===== config.mk =====
export PLATFORM = sky130hd
export DESIGN_NAME = address_area_decoder
export DESIGN_NICKNAME = d
export VERILOG_FILES = /design/src/design/area_decode_pkg.sv /design/src/design/decode_if.sv /design/src/design/address_area_decoder.sv /design/src/design/area_lookup.sv
export SDC_FILE = /design/constraint.sdc
export NUM_CORES = 1
export LEC_CHECK = 0
export ABC_AREA = 1
export BUFFER_PORTS_ARGS = -buffer_cell sky130_fd_sc_hd__buf_2
export CORE_ASPECT_RATIO = 1.4
export CORE_UTILIZATION = 42
export CTS_CLUSTER_SIZE = 16
export DETAILED_ROUTE_END_ITERATION = 8
export PLACE_DENSITY = 0.83
export SKIP_LAST_GASP = 1
export SLEW_MARGIN = 30
export SYNTH_ARGS = -nofsm -noshare
export SYNTH_HDL_FRONTEND = slang
export SYNTH_SLANG_ARGS = --single-unit
export TNS_END_PERCENT = 10

===== constraint.sdc =====
create_clock -name ref_clk -period 4.35 [get_ports ref_clk]
set_input_delay 0.435 -clock ref_clk [delete_from_list [all_inputs] [get_ports ref_clk]]
set_output_delay 0.435 -clock ref_clk [all_outputs]
set_load 0.02 [all_outputs]

===== src/design/area_decode_pkg.sv =====
// constants, types and field layout of the address-area decoder
// Functional notes
// area number is address bits 26..24; each area mirrors at bit 27.
// area 0 follows boot pins: 000 ext 8-bit, 001 ext 16-bit, 010 ROM.
// ROM ignores bits above its size; 16 or 32 kbyte shadows.
// area 0 select idle for ROM, active for area 0 external memory.
// external areas leave bits 23,22 undriven; 4 Mbyte shadows.
// areas 0 and 2 external get 1-4 long waits from shared field.
// area 1 is external memory, or DRAM when DRAM enable is set.
// areas 1-4 and DRAM: 8-bit when bit 27 is 0, else 16-bit.
// with row/column mux enabled, DRAM uses bits 23..0, 16 Mbyte.
// DRAM keeps area 1 select idle; row/column strobes used instead.
// areas 2, 3, 4 always external memory with own select.
// area 5 with bit 27 clear is peripherals, 512 byte shadows.
// peripheral width by bit 8; area 5 select stays idle.
// area 5 with bit 27 set is 16-bit external, select active.
// area 6 low half is muxed I/O if enabled, else external memory.
// muxed I/O: address then data, width by bit 14, select active.
// area 6 external width by bit 14, or 16-bit with bit 27 set.
// area 6 external gets 1-4 long waits from its own field.
// area 7 low half 8-bit external with select; high half RAM.
// RAM is 32-bit, 1 kbyte, 8 kbyte shadows, select idle; the code keeps 10 offset bits, so 1 kbyte shadows.
// external cycle is 1 or 2 states plus waits, per wait control.
// external memory strobes suit a directly attached static RAM.
// only the addressed external area's select goes low.
// boot pins are captured once after reset release.
// area, space, width, selects and long wait reported together.
package area_decode_pkg;
	// ===================================================
	// address layout
	localparam int ADDR_W = 28;
	localparam int AREA_LSB = 24;
	localparam int AREA_W = 3;
	localparam int NUM_AREAS = 8;
	localparam int WIDTH_SEL_BIT = 27;
	localparam int PERIPH_WIDTH_BIT = 8;
	localparam int MUXIO_WIDTH_BIT = 14;
	localparam int LOCAL_W = 24;
	localparam logic [LOCAL_W-1:0] LOCAL_ONES = 24'hFFFFFF;
	// ===================================================
	// space sizes in bytes and the offset bits they keep
	localparam int ROM_SMALL_BYTES = 16 * 1024;
	localparam int ROM_LARGE_BYTES = 32 * 1024;
	localparam int RAM_BYTES = 1024;
	localparam int PERIPH_BYTES = 512;
	localparam int EXT_BYTES = 4 * 1024 * 1024;
	localparam int DRAM_BYTES = 16 * 1024 * 1024;
	localparam logic [4:0] RAM_BITS = 5'($clog2(RAM_BYTES));
	localparam logic [4:0] PERIPH_BITS = 5'($clog2(PERIPH_BYTES));
	localparam logic [4:0] EXT_BITS = 5'($clog2(EXT_BYTES));
	localparam logic [4:0] DRAM_BITS = 5'($clog2(DRAM_BYTES));
	// ===================================================
	// boot pin codes and area roles
	localparam logic [2:0] MODE_EXT8 = 3'h0;
	localparam logic [2:0] MODE_EXT16 = 3'h1;
	localparam logic [2:0] MODE_ROM = 3'h2;
	localparam logic [2:0] BOOT_MODE_RESET = 3'h0;
	localparam logic [2:0] AREA_BOOT = 3'h0;
	localparam logic [2:0] AREA_DRAM = 3'h1;
	localparam logic [2:0] AREA_LONG2 = 3'h2;
	localparam logic [2:0] AREA_PERIPH = 3'h5;
	localparam logic [2:0] AREA_MUXIO = 3'h6;
	localparam logic [2:0] AREA_RAM = 3'h7;
	// ===================================================
	// cycle figures
	localparam logic [2:0] LONGWAIT_BASE = 3'h1;
	localparam logic [2:0] STATES_ONE = 3'h1;
	localparam logic [2:0] STATES_TWO = 3'h2;
	localparam logic [2:0] STATES_NONE = 3'h0;
	localparam logic [NUM_AREAS-1:0] SELECTS_IDLE = 8'hFF;
	localparam logic [LOCAL_W-1:0] LOCAL_RESET = 24'h000000;
	// ===================================================
	// types
	typedef enum logic [6:0] {
		SPACE_NONE = 7'h01,
		SPACE_ROM = 7'h02,
		SPACE_RAM = 7'h04,
		SPACE_PERIPH = 7'h08,
		SPACE_EXT = 7'h10,
		SPACE_DRAM = 7'h20,
		SPACE_MUXIO = 7'h40
	} space_t;
	typedef enum logic [2:0] {
		WIDTH_8 = 3'h1,
		WIDTH_16 = 3'h2,
		WIDTH_32 = 3'h4
	} width_t;
endpackage


===== src/design/decode_if.sv =====
// carrier between the decoder top and its area lookup
`timescale 1ns/1ps
interface decode_if;
	import area_decode_pkg::*;
	logic [AREA_W-1:0] area;
	logic wide_sel;
	logic periph_hi;
	logic muxio_hi;
	logic [2:0] boot_mode;
	logic dram_en;
	logic muxio_en;
	space_t space;
	width_t width;
	logic chip_sel;
	modport requester (
		output area, wide_sel, periph_hi, muxio_hi,
		output boot_mode, dram_en, muxio_en,
		input space, width, chip_sel
	);
	modport resolver (
		input area, wide_sel, periph_hi, muxio_hi,
		input boot_mode, dram_en, muxio_en,
		output space, width, chip_sel
	);
endinterface


===== src/design/address_area_decoder.sv =====
// address-area decoder: area, space, width, selects and wait figures
`timescale 1ns/1ps
module address_area_decoder
	import area_decode_pkg::*;
#(
	parameter int ROM_BYTES = ROM_SMALL_BYTES
)
(
	// clock and reset
	input wire logic ref_clk,
	input wire logic rst,
	// internal bus address
	input wire logic [ADDR_W-1:0] bus_addr,
	input wire logic bus_addr_valid,
	// strap pins
	input wire logic [2:0] boot_mode_pins,
	// bus control bits
	input wire logic area1_dram_enable,
	input wire logic muxed_io_enable,
	input wire logic row_col_mux_enable,
	// long wait fields
	input wire logic area02_longwait_hi,
	input wire logic area02_longwait_lo,
	input wire logic area6_longwait_hi,
	input wire logic area6_longwait_lo,
	// per-area two-state read cycle bits
	input wire logic [NUM_AREAS-1:0] wait_two_state,
	// decode result
	output logic decode_valid,
	output logic [AREA_W-1:0] area_index,
	output space_t space_type,
	output width_t bus_width,
	output logic [LOCAL_W-1:0] local_addr,
	output logic addr_hi_drive,
	// chip selects, active low
	output logic area0_select_n,
	output logic area1_select_n,
	output logic area2_select_n,
	output logic area3_select_n,
	output logic area4_select_n,
	output logic area5_select_n,
	output logic area6_select_n,
	output logic area7_select_n,
	// strobe style
	output logic dram_strobes_active,
	output logic muxed_io_cycle,
	output logic sram_strobes,
	// wait figures
	output logic [2:0] longwait_states,
	output logic [2:0] access_states
);
	// ===================================================
	// local constants
	localparam logic [4:0] ROM_BITS = 5'($clog2(ROM_BYTES));

	// ===================================================
	// boot strap capture
	logic [2:0] boot_mode;
	logic boot_taken;

	// strap sampled once in the first clock after reset release,
	// so area 0 cannot flip if the pins bounce later
	always_ff @(posedge ref_clk)
	begin
		if (rst)
		begin
			boot_mode <= BOOT_MODE_RESET;
			boot_taken <= 1'b0;
		end
		else if (!boot_taken)
		begin
			boot_mode <= boot_mode_pins;
			boot_taken <= 1'b1;
		end
	end

	// ===================================================
	// area lookup
	decode_if dif ();
	logic [AREA_W-1:0] next_area;

	// area is just the three bits above the 16 Mbyte offset
	assign next_area = bus_addr[AREA_LSB +: AREA_W];
	assign dif.area = next_area;
	assign dif.wide_sel = bus_addr[WIDTH_SEL_BIT];
	assign dif.periph_hi = bus_addr[PERIPH_WIDTH_BIT];
	assign dif.muxio_hi = bus_addr[MUXIO_WIDTH_BIT];
	assign dif.boot_mode = boot_mode;
	assign dif.dram_en = area1_dram_enable;
	assign dif.muxio_en = muxed_io_enable;

	area_lookup u_lookup (
		.dif(dif)
	);

	// ===================================================
	// next values
	logic next_valid;
	logic next_external;
	logic [4:0] next_bits;
	logic [LOCAL_W-1:0] next_local;
	logic [NUM_AREAS-1:0] next_select_n;
	logic [2:0] next_longwait;
	logic [2:0] next_states;

	// nothing is reported before the strap is known
	assign next_valid = bus_addr_valid && boot_taken;
	assign next_external = dif.chip_sel || (dif.space == SPACE_DRAM);

	// offset bits kept per space, giving the shadow size
	always_comb
	begin
		next_bits = EXT_BITS;
		unique case (dif.space)
			SPACE_ROM: next_bits = ROM_BITS;
			SPACE_RAM: next_bits = RAM_BITS;
			SPACE_PERIPH: next_bits = PERIPH_BITS;
			SPACE_DRAM:
			begin
				// only the row/column mux reaches bits 23 and 22
				if (row_col_mux_enable)
				begin
					next_bits = DRAM_BITS;
				end
				else
				begin
					next_bits = EXT_BITS;
				end
			end
			default: next_bits = EXT_BITS;
		endcase
	end

	assign next_local = bus_addr[LOCAL_W-1:0] & ~(LOCAL_ONES << next_bits);

	// one select low, and only for an area reached with a select
	always_comb
	begin
		next_select_n = SELECTS_IDLE;
		if (next_valid && dif.chip_sel)
		begin
			next_select_n[next_area] = 1'b0;
		end
	end

	// long wait applies to areas 0, 2 and 6 when they go off chip
	always_comb
	begin
		next_longwait = STATES_NONE;
		if (dif.chip_sel)
		begin
			if (next_area == AREA_BOOT || next_area == AREA_LONG2)
			begin
				next_longwait = LONGWAIT_BASE
					+ {1'b0, area02_longwait_hi, area02_longwait_lo};
			end
			else if (next_area == AREA_MUXIO)
			begin
				next_longwait = LONGWAIT_BASE
					+ {1'b0, area6_longwait_hi, area6_longwait_lo};
			end
		end
	end

	// base states of an external cycle, pin waits not counted;
	// long-wait areas take one state plus the long waits
	always_comb
	begin
		next_states = STATES_NONE;
		if (next_external)
		begin
			if (next_longwait != STATES_NONE)
			begin
				next_states = STATES_ONE + next_longwait;
			end
			else if (wait_two_state[next_area])
			begin
				next_states = STATES_TWO;
			end
			else
			begin
				next_states = STATES_ONE;
			end
		end
	end

	// ===================================================
	// result registers
	always_ff @(posedge ref_clk)
	begin
		if (rst)
		begin
			decode_valid <= 1'b0;
		end
		else
		begin
			decode_valid <= next_valid;
		end
	end

	// area, space and width move together in one edge
	always_ff @(posedge ref_clk)
	begin
		if (rst)
		begin
			area_index <= AREA_BOOT;
			space_type <= SPACE_NONE;
			bus_width <= WIDTH_8;
		end
		else
		begin
			area_index <= next_area;
			space_type <= next_valid ? dif.space : SPACE_NONE;
			bus_width <= dif.width;
		end
	end

	// masked offset and upper bit drive
	always_ff @(posedge ref_clk)
	begin
		if (rst)
		begin
			local_addr <= LOCAL_RESET;
			addr_hi_drive <= 1'b0;
		end
		else
		begin
			local_addr <= next_local;
			addr_hi_drive <= next_valid && (next_bits == DRAM_BITS);
		end
	end

	// ===================================================
	// chip selects, one flop per area
	logic [NUM_AREAS-1:0] select_n;

	generate
		for (genvar i = 0; i < NUM_AREAS; i++)
		begin : g_select
			always_ff @(posedge ref_clk)
			begin
				if (rst)
				begin
					select_n[i] <= 1'b1;
				end
				else
				begin
					select_n[i] <= next_select_n[i];
				end
			end
		end
	endgenerate

	assign area0_select_n = select_n[0];
	assign area1_select_n = select_n[1];
	assign area2_select_n = select_n[2];
	assign area3_select_n = select_n[3];
	assign area4_select_n = select_n[4];
	assign area5_select_n = select_n[5];
	assign area6_select_n = select_n[6];
	assign area7_select_n = select_n[7];

	// ===================================================
	// strobe style flags for the bus sequencer
	always_ff @(posedge ref_clk)
	begin
		if (rst)
		begin
			dram_strobes_active <= 1'b0;
			muxed_io_cycle <= 1'b0;
			sram_strobes <= 1'b0;
		end
		else
		begin
			// row/column strobes flagged for every dram access, whatever row_col_mux_enable says
			dram_strobes_active <= next_valid
				&& (dif.space == SPACE_DRAM);
			muxed_io_cycle <= next_valid
				&& (dif.space == SPACE_MUXIO);
			sram_strobes <= next_valid
				&& (dif.space == SPACE_EXT);
		end
	end

	// ===================================================
	// wait figures
	always_ff @(posedge ref_clk)
	begin
		if (rst)
		begin
			longwait_states <= STATES_NONE;
			access_states <= STATES_NONE;
		end
		else
		begin
			longwait_states <= next_valid ? next_longwait : STATES_NONE;
			access_states <= next_valid ? next_states : STATES_NONE;
		end
	end
endmodule


===== src/design/area_lookup.sv =====
// space type, bus width and select need of one area
`timescale 1ns/1ps
module area_lookup
	import area_decode_pkg::*;
(
	// query and answer
	decode_if.resolver dif
);
	// ===================================================
	// per-area table; purely combinational
	always_comb
	begin
		dif.space = SPACE_EXT;
		dif.width = dif.wide_sel ? WIDTH_16 : WIDTH_8;
		dif.chip_sel = 1'b1;
		unique case (dif.area)
			AREA_BOOT:
			begin
				// bit 27 plays no part here
				if (dif.boot_mode == MODE_EXT8)
				begin
					dif.width = WIDTH_8;
				end
				else if (dif.boot_mode == MODE_EXT16)
				begin
					dif.width = WIDTH_16;
				end
				else if (dif.boot_mode == MODE_ROM)
				begin
					dif.space = SPACE_ROM;
					dif.width = WIDTH_32;
					dif.chip_sel = 1'b0;
				end
				else
				begin
					// undefined boot code: nothing answers
					dif.space = SPACE_NONE;
					dif.width = WIDTH_8;
					dif.chip_sel = 1'b0;
				end
			end
			AREA_DRAM:
			begin
				if (dif.dram_en)
				begin
					dif.space = SPACE_DRAM;
					dif.chip_sel = 1'b0;
				end
			end
			AREA_PERIPH:
			begin
				if (!dif.wide_sel)
				begin
					dif.space = SPACE_PERIPH;
					dif.chip_sel = 1'b0;
					dif.width = dif.periph_hi ? WIDTH_16 : WIDTH_8;
				end
				else
				begin
					dif.width = WIDTH_16;
				end
			end
			AREA_MUXIO:
			begin
				if (dif.wide_sel)
				begin
					dif.width = WIDTH_16;
				end
				else
				begin
					// bit 14 splits both kinds of low half
					dif.width = dif.muxio_hi ? WIDTH_16 : WIDTH_8;
					if (dif.muxio_en)
					begin
						dif.space = SPACE_MUXIO;
					end
				end
			end
			AREA_RAM:
			begin
				if (dif.wide_sel)
				begin
					dif.space = SPACE_RAM;
					dif.width = WIDTH_32;
					dif.chip_sel = 1'b0;
				end
				else
				begin
					dif.width = WIDTH_8;
				end
			end
			default:
			begin
				// areas 2, 3 and 4 keep the plain external answer
				dif.space = SPACE_EXT;
			end
		endcase
	end
endmodule


Yosys cells after proc, flatten, opt, wreduce, memory -nomap -nowiden
Cells that the tools add are included.
- register bits: 60
- logic and storage cells: 99
- bits of input ports: 49
- output and inout bits: 56
- bitwise logic cells: 6
- reduce and logical (&&, ||, !) cells: 15
- equality and inequality tests: 14
- $add $sub $neg: 3
- shifts and indexed selects: 1
- $lt $le $gt $ge: 2
- mux-type cells: 37
- operators by type and width (operator ; count):
    7-bit case mux with 5 select lines ; 1
    3-bit 2-to-1 mux ; 10
    7-bit 2-to-1 mux ; 4
    24-bit AND ; 1
    24-bit inverter ; 1
    24-bit by 5-bit << shifter with 24-bit output, first input constant ; 1
    5-bit case mux with 4 select lines ; 1
    3-bit case mux with 4 select lines ; 1
    2-bit 2-to-1 mux ; 5
    5-bit 2-to-1 mux ; 2
    3-bit equality test, second input constant ; 3
    1-bit 2-to-1 mux ; 8
    8-bit inverter ; 1
    7-bit by 2-bit equality test with 1-bit output, second input constant ; 1
    7-bit by 3-bit equality test with 1-bit output, second input constant ; 1
    7-bit by 4-bit equality test with 1-bit output, second input constant ; 1
    7-bit by 5-bit equality test with 1-bit output, second input constant ; 1
    7-bit by 6-bit equality test with 1-bit output, second input constant ; 1
    7-bit equality test, second input constant ; 1
    1-bit logical AND ; 7
    1-bit by 2-bit adder with 3-bit output, first input constant ; 2
    3-bit by 1-bit equality test with 1-bit output, second input constant ; 2
    3-bit by 2-bit equality test with 1-bit output, second input constant ; 2
    3-bit zero test ; 2
    other kinds (14) ; 18

Longest topological paths before layout
Gate-level depths: netlist (run 1).
- depth in word-level cells: 10
- gate-level depth with buffers: 14
- mapped depth without buffers: 13

Modules after synthesis
From an unflattened synthesis (run 1), not the netlist that was laid out.
- cell total of the unflattened synthesis: 303
- area, all modules: 2378.5 um2
- by module, submodules not included (module ; times used ; cells each ; area each (um2)):
    address_area_decoder ; 1 ; 252 ; 2112.0
    area_lookup ; 1 ; 51 ; 266.5

Worst setup path after synthesis (run 1)
No wires, ideal clock.
- kind: input-to-reg
- start: input bus_addr[25]
- end: register access_states[1]
- arrival: 1.572 ns
- slack: 2.655 ns
- data required time: 4.227 ns
- path buffers: 1
- stages: 14
- setup time: 0.123 ns
- cells stage by stage: buf_6 nor2_1 nand3_1 nand2_1 nor2_2 nand2_4 inv_1 nor2_1 inv_1 ha_1 inv_1 nand2_1 nand2_1 nor2_1
- cells in the longest elaborated chain, start to end: 6
- RTL lines (item ; RTL line ; source):
    start, declared ; address_area_decoder.sv:13 ; input wire logic [ADDR_W-1:0] bus_addr,
    3-bit equality test, or another cell as far along ; address_area_decoder.sv:157 ; else if (next_area == AREA_MUXIO)
    3-bit 2-to-1 mux or 1-bit logical OR (tied branches) ; address_area_decoder.sv:157, address_area_decoder.sv:152 ;
    3-bit 2-to-1 mux ; address_area_decoder.sv:152 ; if (next_area == AREA_BOOT || next_area == AREA_LONG2)
    3-bit 2-to-1 mux (*) ; address_area_decoder.sv:150 ; if (dif.chip_sel)
    net next_longwait[1] ; address_area_decoder.sv:103 ; logic [2:0] next_longwait;
    1-bit by 3-bit adder with 3-bit output or 3-bit nonzero test (tied branches) ; address_area_decoder.sv:174, address_area_decoder.sv:172 ;
    3-bit 2-to-1 mux (*) ; address_area_decoder.sv:172 ; if (next_longwait != STATES_NONE)
    end signal, assigned ; address_area_decoder.sv:297 ; access_states <= next_valid ? next_states : STATES_NONE;
    end, declared ; address_area_decoder.sv:50 ; output logic [2:0] access_states
Mark *: on every way through the listed nets, which the timed path passes. The rest lies on a longest branch. The select of a mux whose other input is x is not followed.
A chain may end at the register's enable or synchronous reset.

Worst setup path after layout (run 1)
- start: input bus_addr[24]
- end: register access_states[1]
The elaborated chain is that of the path after synthesis.

==> flow_summary.toml, run 1 <==
[layout]
n_antenna_cell = 0
multi_input_area_um2 = 802
drive_gt1_frac = 0.404
fin_nets = 423
syn_to_final_growth_pct = 33.4
fillers = 494
fin_cells = 440
final-seq-area_um2 = 1200

[place]
dp.cells = 425
io_buffers = 104
gp_congestion = 0.893
hpwlAfterDp_um = 3990

[detailed_routing]
drt_iter0_markers = 108
postRouteAntennaNets = 0
vias = 2016
route.detailed.drc = 0
via_per_inst = 4.58
routedWlPerCell_um = 11.5
first_pass_iters = 4
wl_um = 5060

[floorplanning]
dieWidth_um = 63.6
dieArea_um2 = 5610
rows = 31
start_util = 0.432
num_io_pins = 105
core_area_um2 = 5160
dieHeight_um = 88.2

[clock_network]
tritoncts = "yes"
clk-insertion-delay-late_ns = 0.33
cts.sinks = 60
cts_resized = 0
cts_buffers = 9
hold_buffers = 0
clock-root-buffer = "clkbuf_8"
cts_buffer_depth = 2
htree_levels = 3
clk_pin_slew_ns = 0.07
post_cts_buffers = 0

[critical_path]
end_kind = "flip-flop"
cp_num_buf_inv = 3
critical_path_class = "input port to flip-flop"
required_ns = 4.56
slowest_stage = "nor2_2"
crit_chain = "buf_2, nor2_2, nand3_1, nand2_1, nor2_2, nand2_4, inv_1, nor2_1, inv_1, ha_1, nand2_2, nand2_1, nand2_1, nor2_1"
arrival_ns = 1.99
cpPeakStageDelay_ns = 0.29
crit_family = "simple AND/OR/NAND/NOR gates"
crit_path_start_kind = "input port"
crit_top_cell = "nand2_1"
worstPathMaxFanout = 13

[logic_synthesis]
yosysTopAreaCellShare = 0.539
synth_area_per_cell_um2 = 8.54
synthCells = 261
ys.flop_type = "dfxtp_1"
synth_seq_area_share = 0.539
synthTopCellsByCount = "dfxtp_1 (60), nor2_1 (46), inv_1 (36), nand2_1 (28), nand3_1 (19)"
synth_edf_count = 0
synth_seq_cells = 60
async_flop_share = 0
yosys.cell_count.top_type = "dfxtp_1"
netlist_area_um2 = 2230
ys_types = 32
synthesis.nets = 314
synthTopCellsByArea = "dfxtp_1 (54%), nor2_1 (7.7%), inv_1 (6.1%)"
synth_warnings = 0
netlist.top_cell.by_area = "dfxtp_1"

[sta]
maxSlewHeadroom = 0.724
finalHoldViolations = 0
rsz0062_at_grt = "no"
timing.setup.tns_ns = 0
max_freq_ghz = 0.562
report.final.slew_viol_count = 0
period_needed_ns = 1.78
min_period_over_period = 0.409
fin_worst_skew_ns = 0.00674
tightestPinTransition_ns = 0.414
setup_viol = 0

[grt]
grt_util_met1 = 0.187
grt_pass1_vias = 1883
grt.busiest_layer = "met2"
antenna_found_initial = 0
grt_max_degree = 20
grt_pass1_wl_um = 8010
use_met3 = 0.0477
use_met2 = 0.362
grt_overflow = 0
gr-usage-all-layers = 0.192

[worst_hold_path]
hold_class = "input port to flip-flop"

[power]
seqPwrFrac = 0.480
comb_power_share = 0.124
internal-power_uw = 897
leakage_uw = 0.00159
vdd_drop_max_uv = 157
clock_power_share = 0.396
power.density_nw_per_um2 = 403
swShare = 0.252
switchingPower_uw = 303

[outcome]
outcome = "finished clean"

[run]
maxCapViolCount = 0
## worst min-delay path, stage by stage
cell	delay, ns
buf_2	0.09
inv_1	0.04
nor2_1	0.03
## cell type report
type	count	share of cell area
clock inverters	5	0.0177
well taps	66	0.0278
flip-flops and latches	60	0.404
clock buffers	10	0.0463
repair buffers	104	0.175
inverters	47	0.0601
multi-input cells	148	0.270
## layer usage
layer,part of all wire,vias up
met4,0.019,0
li1,-,1026
met2,0.54,78
met3,0.050,7
met1,0.39,905
met5,0,-
## power by group through the flow
stage	Clock (uW)	Sequential, uW	Combinational, uW
6_report	475	576	149
5_1_grt	505	578	165
4_1_cts	483	577	150
3_5_place_dp	0	589	150
3_3_place_gp	0	588	146
2_1_floorplan	0	613	72.2
## through the flow
| stage | util | total power [uW] | hold slack, ns | cell area (um^2) | setup slack [ns] |
|---|---|---|---|---|---|
| 2_1_floorplan | - | 685 | 0.456 | 2230 | 2.65 |
| 3_3_place_gp | 0.540 | 734 | 0.476 | 2790 | 2.32 |
| 3_5_place_dp | 0.540 | 738 | 0.482 | 2790 | 2.24 |
| 4_1_cts | 0.577 | 1210 | 0.304 | 2980 | 2.58 |
| 5_1_grt | 0.577 | 1250 | 0.304 | 2980 | 2.33 |
| 6_report | 0.577 | 1200 | 0.316 | 2980 | 2.57 |
## placed cells by master, fill, tap and decap left out
cell type | netlist | layout
nand2_4 | 3 | 3
ha_1 | 4 | 4
inv_2 | 8 | 8
inv_1 | 36 | 36
nor2_8 | 1 | 1
inv_4 | 1 | 1
o21ai_1 | 2 | 2
nand2_1 | 28 | 28
a21oi_4 | 1 | 1
nor4_2 | 1 | 1
clkbuf_8 | 0 | 10
clkinv_2 | 0 | 3
clkinv_1 | 2 | 2
buf_2 | 2 | 104
nand3_2 | 2 | 2
a21oi_1 | 7 | 7
nor3_1 | 5 | 5
o21ai_0 | 5 | 5
nor3b_2 | 2 | 2
nand3_1 | 19 | 19
clkinvlp_4 | 0 | 1
nor2_4 | 1 | 1
nor3_2 | 2 | 2
bufinv_16 | 0 | 1
a22o_1 | 1 | 1
o22ai_1 | 1 | 1
o21a_1 | 1 | 1
dfxtp_1 | 60 | 60
nor2_2 | 5 | 5
nor2_1 | 46 | 46
nand4_1 | 5 | 5
a21oi_2 | 1 | 1
nand2_2 | 4 | 4
nor4_1 | 1 | 1
## flip-flops by register name, summed over array words and instances (netlist names), 3 cells and up
name / flops
bus_width: 3
boot_mode: 3
local_addr: 24
longwait_states: 3
area_index: 3
space_type: 7
access_states: 3
## path summary, 6_finish.rpt
check	from	to	slack (ns)	cells past startpoint
setup / recovery	bus_addr[24]	access_states[1]$_SDFF_PP0_	2.57	14
hold / removal	bus_addr[11]	local_addr[11]$_SDFF_PP0_	0.32	3
setup reg to reg	boot_mode[1]$_SDFFE_PP0N_	access_states[1]$_SDFF_PP0_	2.69	13
hold reg to reg	boot_mode[1]$_SDFFE_PP0N_	boot_mode[1]$_SDFFE_PP0N_	0.49	2
## cells by family after synthesis
logic type	Yosys count	synth area share
buffers and inverters	53	0.102
adder cells (fa/ha/maj)	4	0.0224
AO/OA/AOI/OAI	19	0.0528
AND/OR/NAND/NOR	125	0.285
flip-flops	60	0.539
Power figures use the tool's default switching activity.
==> run 2: changes to the inputs <==
Settings changed: ABC_AREA 1 to 0, PLACE_DENSITY 0.83 to 0.84.
Clock period 4.35 ns to 1.84 ns, I/O delays scaled along.
==> run 2 against run 1 <==
Sequential share of layout area decreased by 1.2 points. Final area rose by 3.1%. Via count shrank 1.1%. Clock power grew to 3.1 times the previous value. Area after synthesis fell by 2.8%. Critical path depth fell by 7. Total power rose to 2.7 times the previous value. Largest power group is now clock. Highest routed layer unchanged.
==> flow_summary.toml, run 2 <==
[place]
dp_slack_ns = 0.0881
hpwlAfterDp_um = 4110
io_buffers = 104
gp_congestion = 0.847
placed_area_um2 = 2820

[critical_path]
arrival_ns = 1.92
crit_family = "simple AND/OR/NAND/NOR gates"
ff2ff_path_depth = 7
reg2reg_to = "access_states[2]$_SDFF_PP0_"
reg2reg_slack_ns = 0.19
slowest_stage = "dfxtp_1"
cpPeakStageDelay_ns = 0.32
worstReg2RegStart = "boot_mode[2]$_SDFFE_PP0N_"
worstPathMaxFanout = 4
critical_path_class = "flip-flop to flip-flop"
cp_num_buf_inv = 1
crit_chain = "or2_1, a21oi_1, inv_1, ha_1, nand2b_1, mux2_1, nor2_1"
crit_path_start_kind = "flip-flop"
end_kind = "flip-flop"
required_ns = 2.11

[detailed_routing]
route.detailed.drc = 0
wl_um = 5410
vias = 1993
routedWlPerCell_um = 13.5
via_per_inst = 4.98
postRouteAntennaNets = 0
first_pass_iters = 4
drt_iter0_markers = 124

[layout]
top_register = "local_addr"
n_antenna_cell = 0
reg_top3 = "local_addr: 24 flops, space_type: 7 flops"
final_core_util = 0.624
syn_to_final_growth_pct = 41.6
final_area_um2 = 3070
drive_gt1_frac = 0.417
largest_register_ffs = 24
layout_common_cells = "buf_2 (104), dfxtp_1 (60), nor2_1 (15), and3_1 (14), buf_4 (14)"
final_common_cell = "buf_2"
fin_nets = 384

[clock_network]
clk-insertion-delay-late_ns = 0.33
post_cts_buffers = 0
cts_buffers = 9
htree_levels = 3
cts.sinks = 60
clock-root-buffer = "clkbuf_8"
cts_buffer_depth = 2
clk_pin_slew_ns = 0.07
hold_buffers = 0
tritoncts = "yes"
cts_resized = 0

[logic_synthesis]
synthTopCellsByCount = "dfxtp_1 (60), nor2_1 (15), and3_1 (14), nor2b_1 (12)"
synth_seq_cells = 60
synthCells = 213
netlist_area_um2 = 2170
synth_warnings = 0
yosysTopAreaCellShare = 0.554
ys_types = 46
async_flop_share = 0
synthTopCellsByArea = "dfxtp_1 (55%), and3_1 (4.0%), nor2b_1 (3.5%)"
synth_area_per_cell_um2 = 10.2
yosys.cell_count.top_type = "dfxtp_1"
ys.flop_type = "dfxtp_1"
synth_seq_area_share = 0.554
synthesis.nets = 266
netlist.top_cell.by_area = "dfxtp_1"
synth_edf_count = 0

[power]
vdd_drop_max_uv = 507
swShare = 0.224
leakage_uw = 0.00152
seqPwrFrac = 0.427
comb_power_share = 0.115
p_total_uw = 3190
power.density_nw_per_um2 = 1040
clock_power_share = 0.459
switchingPower_uw = 716
internal-power_uw = 2480

[sta]
max_freq_ghz = 0.607
setup_viol = 0
setup_slack_ns = 0.191
timing.setup.tns_ns = 0
finalHoldViolations = 0
period_needed_ns = 1.65
maxSlewHeadroom = 0.706
report.final.slew_viol_count = 0
tightestPinTransition_ns = 0.437
rsz0062_at_grt = "no"
min_period_over_period = 0.896
fin_worst_skew_ns = 0.00802

[floorplanning]
dieHeight_um = 87.0
dieArea_um2 = 5460
core_area_um2 = 4920
rows = 30
num_io_pins = 105
dieWidth_um = 62.7
start_util = 0.441

[worst_hold_path]
hold_path_depth = 2
min_from = "bus_addr[13]"
min_to = "local_addr[13]$_SDFF_PP0_"
hold_class = "input port to flip-flop"

[outcome]
outcome = "finished clean"

[grt]
grt_max_degree = 18
grt_pass1_vias = 1840
antenna_found_initial = 0
gr-usage-all-layers = 0.201
grt_pass1_wl_um = 8250
grt_overflow = 0

[run]
maxCapViolCount = 0
[run 2: layout make-up]
| type | count | area, um^2 |
|---|---|---|
| Tap cell | 64 | 80.1 |
| Clock inverter | 4 | 95.1 |
| Fill cell | 411 | 1850 |
| Clock buffer | 12 | 155 |
| Multi-Input combinational cell | 137 | 892 |
| Sequential cell | 60 | 1200 |
| Inverter | 5 | 18.8 |
| Timing Repair Buffer | 118 | 626 |
[run 2: routing by layer]
metal	GRT usage	share of wire
met4	0.133	0.030
met5	0	0
met3	0.0445	0.054
met1	0.200	0.38
met2	0.373	0.54
[run 2: per-stage QoR]
step | hold slack (ns) | instances
floorplan | 0.256 | 213
global placement | 0.390 | 384
detailed placement | 0.390 | 384
CTS | 0.0440 | 400
global route | 0.0472 | 400
finish | 0.0532 | 400
[run 2: worst max-delay path by stage]
| stage | start | end | slack, ns | depth (start not counted) |
|---|---|---|---|---|
| 3_3_place_gp | bus_addr[26] | access_states[2]$_SDFF_PP0_ | 0.16 | 9 |
| 5_1_grt | boot_mode[2]$_SDFFE_PP0N_ | access_states[2]$_SDFF_PP0_ | 0.05 | 7 |
| 3_5_place_dp | area6_longwait_lo | access_states[2]$_SDFF_PP0_ | 0.09 | 9 |
| 6_report | boot_mode[2]$_SDFFE_PP0N_ | access_states[2]$_SDFF_PP0_ | 0.19 | 7 |
| 4_1_cts | boot_mode[2]$_SDFFE_PP0N_ | access_states[2]$_SDFF_PP0_ | 0.20 | 7 |
| 2_1_floorplan | bus_addr[24] | access_states[2]$_SDFF_PP0_ | 0.16 | 9 |
[run 2: logic make-up after synthesis]
family,share of synthesized area
flops,0.554
simple gates,0.227
mux,0.0387
compound gates,0.114
fa+ha+maj,0.0231
xor+xnor,0.00808
buf+inv,0.0341
[run 2: power by group through the flow]
stage / registers, uW / logic [uW] / clock network, uW
global route: 1370 / 396 / 1540
detailed placement: 1390 / 364 / 0
finish: 1360 / 366 / 1470
CTS: 1360 / 366 / 1480
global placement: 1390 / 356 / 0
floorplan: 1450 / 152 / 0
==> run 3: changes to the inputs <==
Settings changed: CELL_PAD_IN_SITES_DETAIL_PLACEMENT set to 1, CELL_PAD_IN_SITES_GLOBAL_PLACEMENT set to 1, CORE_UTILIZATION 42 to 33, PLACE_DENSITY 0.84 to 0.88.
==> run 3 against run 2 <==
The run now ends with design-rule violations left. Final area is 0.37% higher. Cell count is 2.0% higher. Register-to-register slack worse by 0.06 ns. Combinational power is 2% higher. Die area is 26% higher. Total power is 0.33% higher. Sequential share of layout area is 0.14 points lower. Core utilization is 13 points lower. Sequential cell count stayed put. Clock skew hardly changed. Critical path type unchanged. Critical endpoint unchanged. Highest routed layer unchanged.
==> flow_summary.toml, run 3 (synthesis gave the netlist of run 2 again) <==
[outcome]
outcome = "finished, violations left"
violations = "design-rule violations"

[grt]
use_met2 = 0.359
gr-usage-all-layers = 0.192
use_met3 = 0.0557
grt_overflow = 0
grt_pass1_vias = 2001
grt_pass1_wl_um = 9980
antenna_found_initial = 0
grt.busiest_layer = "met2"
grt_max_degree = 18
grt_util_met1 = 0.200

[layout]
n_antenna_cell = 0
fin_nets = 384
top_register = "local_addr"
drive_gt1_frac = 0.423
largest_register_ffs = 24
fin_cells = 408
reg_top3 = "local_addr: 24 flops, space_type: 7 flops"
syn_to_final_growth_pct = 42.1
layout_common_cells = "buf_2 (104), dfxtp_1 (60), nor2_1 (14), and3_1 (14), buf_4 (14)"
final_common_cell = "buf_2"
final_core_util = 0.489

[power]
leakage_uw = 0.00151
switchingPower_uw = 764
power.density_nw_per_um2 = 1040
vdd_drop_max_uv = 366
clock_power_share = 0.458
swShare = 0.238
internal-power_uw = 2440
comb_power_share = 0.117
seqPwrFrac = 0.426

[sta]
tightestPinTransition_ns = 0.381
report.final.slew_viol_count = 0
setup_slack_ns = 0.136
rsz0062_at_grt = "no"
max_freq_ghz = 0.587
min_period_over_period = 0.926
whs_ns = 0.0378
period_needed_ns = 1.70
fin_worst_skew_ns = 0.00785
finalHoldViolations = 0
timing.setup.tns_ns = 0
maxSlewHeadroom = 0.745
setup_viol = 0

[floorplanning]
rows = 34
core_area_um2 = 6300
start_util = 0.344
dieArea_um2 = 6900
dieWidth_um = 70.5
dieHeight_um = 97.9
num_io_pins = 105

[clock_network]
cts_buffers = 9
clk_pin_slew_ns = 0.07
tritoncts = "yes"
cts.sinks = 60
cts_buffer_depth = 2
clk-insertion-delay-late_ns = 0.34
htree_levels = 3
clock-root-buffer = "clkbuf_8"
hold_buffers = 0

[critical_path]
critical_path_class = "flip-flop to flip-flop"
end_kind = "flip-flop"
required_ns = 2.12
crit_chain = "nor2_2, o22ai_1, nand2b_1, ha_1, nand2b_1, mux2_1, nor2_1"
worstPathMaxFanout = 4
cpPeakStageDelay_ns = 0.35
slowest_stage = "dfxtp_1"
crit_path_start_kind = "flip-flop"
arrival_ns = 1.98
crit_top_cell = "nand2b_1"

[place]
hpwlAfterDp_um = 4690
gp_congestion = 0.848
io_buffers = 104
dp.cells = 392
dp_slack_ns = 0.0115

[detailed_routing]
via_per_inst = 4.95
vias = 2020
postRouteAntennaNets = 0
first_pass_iters = 7
routedWlPerCell_um = 15.6
drt_iter0_markers = 87
route.detailed.drc = 22
wl_um = 6370

[run]
maxCapViolCount = 0

[worst_hold_path]
hold_class = "input port to flip-flop"
-- run 3: changes by cell type in the layout (fill, tap and decap cells not counted), sizes merged --
| cell | before | now |
|---|---|---|
| clkbuf | 12 | 10 |
| clkinv | 2 | 3 |
| clkinvlp | 0 | 1 |
-- run 3: worst paths after layout --
check,slack [ns],depth (start not counted),start,to
worst max-delay path,0.14,7,boot_mode[2]$_SDFFE_PP0N_,access_states[2]$_SDFF_PP0_
worst min-delay path,0.04,2,bus_addr[13],local_addr[13]$_SDFF_PP0_
worst max register to register,0.14,7,boot_mode[2]$_SDFFE_PP0N_,access_states[2]$_SDFF_PP0_
worst min register to register,0.62,2,boot_taken$_DFF_P_,boot_mode[0]$_SDFFE_PP0N_
-- run 3: stage by stage --
step,total power [uW],area (um^2)
after floorplan,1600,2170
after global placement,1750,2830
after detailed placement,1760,2830
after CTS,3220,3080
after global routing,3310,3080
final,3210,3080
-- run 3: worst max-delay path: cells and delay by family (launching register included) --
family                     cells  cell delay (ns)
and+or+nand+nor                4             0.60
DFF                            1             0.35
muxes                          1             0.30
adders and majority gates      1             0.22
AOI/OAI and AO/OA              1             0.15
-- run 3: layout make-up --
type / instances / area [um^2]
fill: 758 / 3220
sequential: 60 / 1200
multi-input combinational: 137 / 895
timing repair buffer: 118 / 626
clock buffer: 10 / 138
clock inverter: 6 / 111
tap: 72 / 90.1
inverter: 5 / 18.8
-- run 3: timing repair --
item | in CTS | in global routing
buffers inserted | 0 | 0
endpoints found under the setup margin | 0 | 1
gates resized for setup | 0 | 1
-- run 3: per-layer routing --
metal | vias to the layer above | routed length (um)
met5 | - | 0
met4 | 0 | 98
met3 | 8 | 396
met2 | 81 | 3500
met1 | 961 | 2370
li1 | 970 | -
-- run 3: power groups by stage --
stage	sequential (uW)	clock, uW	combinational (uW)
after floorplan	1450	0	152
after global routing	1370	1530	407
final	1360	1470	374
after global placement	1390	0	358
after detailed placement	1390	0	370
after CTS	1360	1480	375
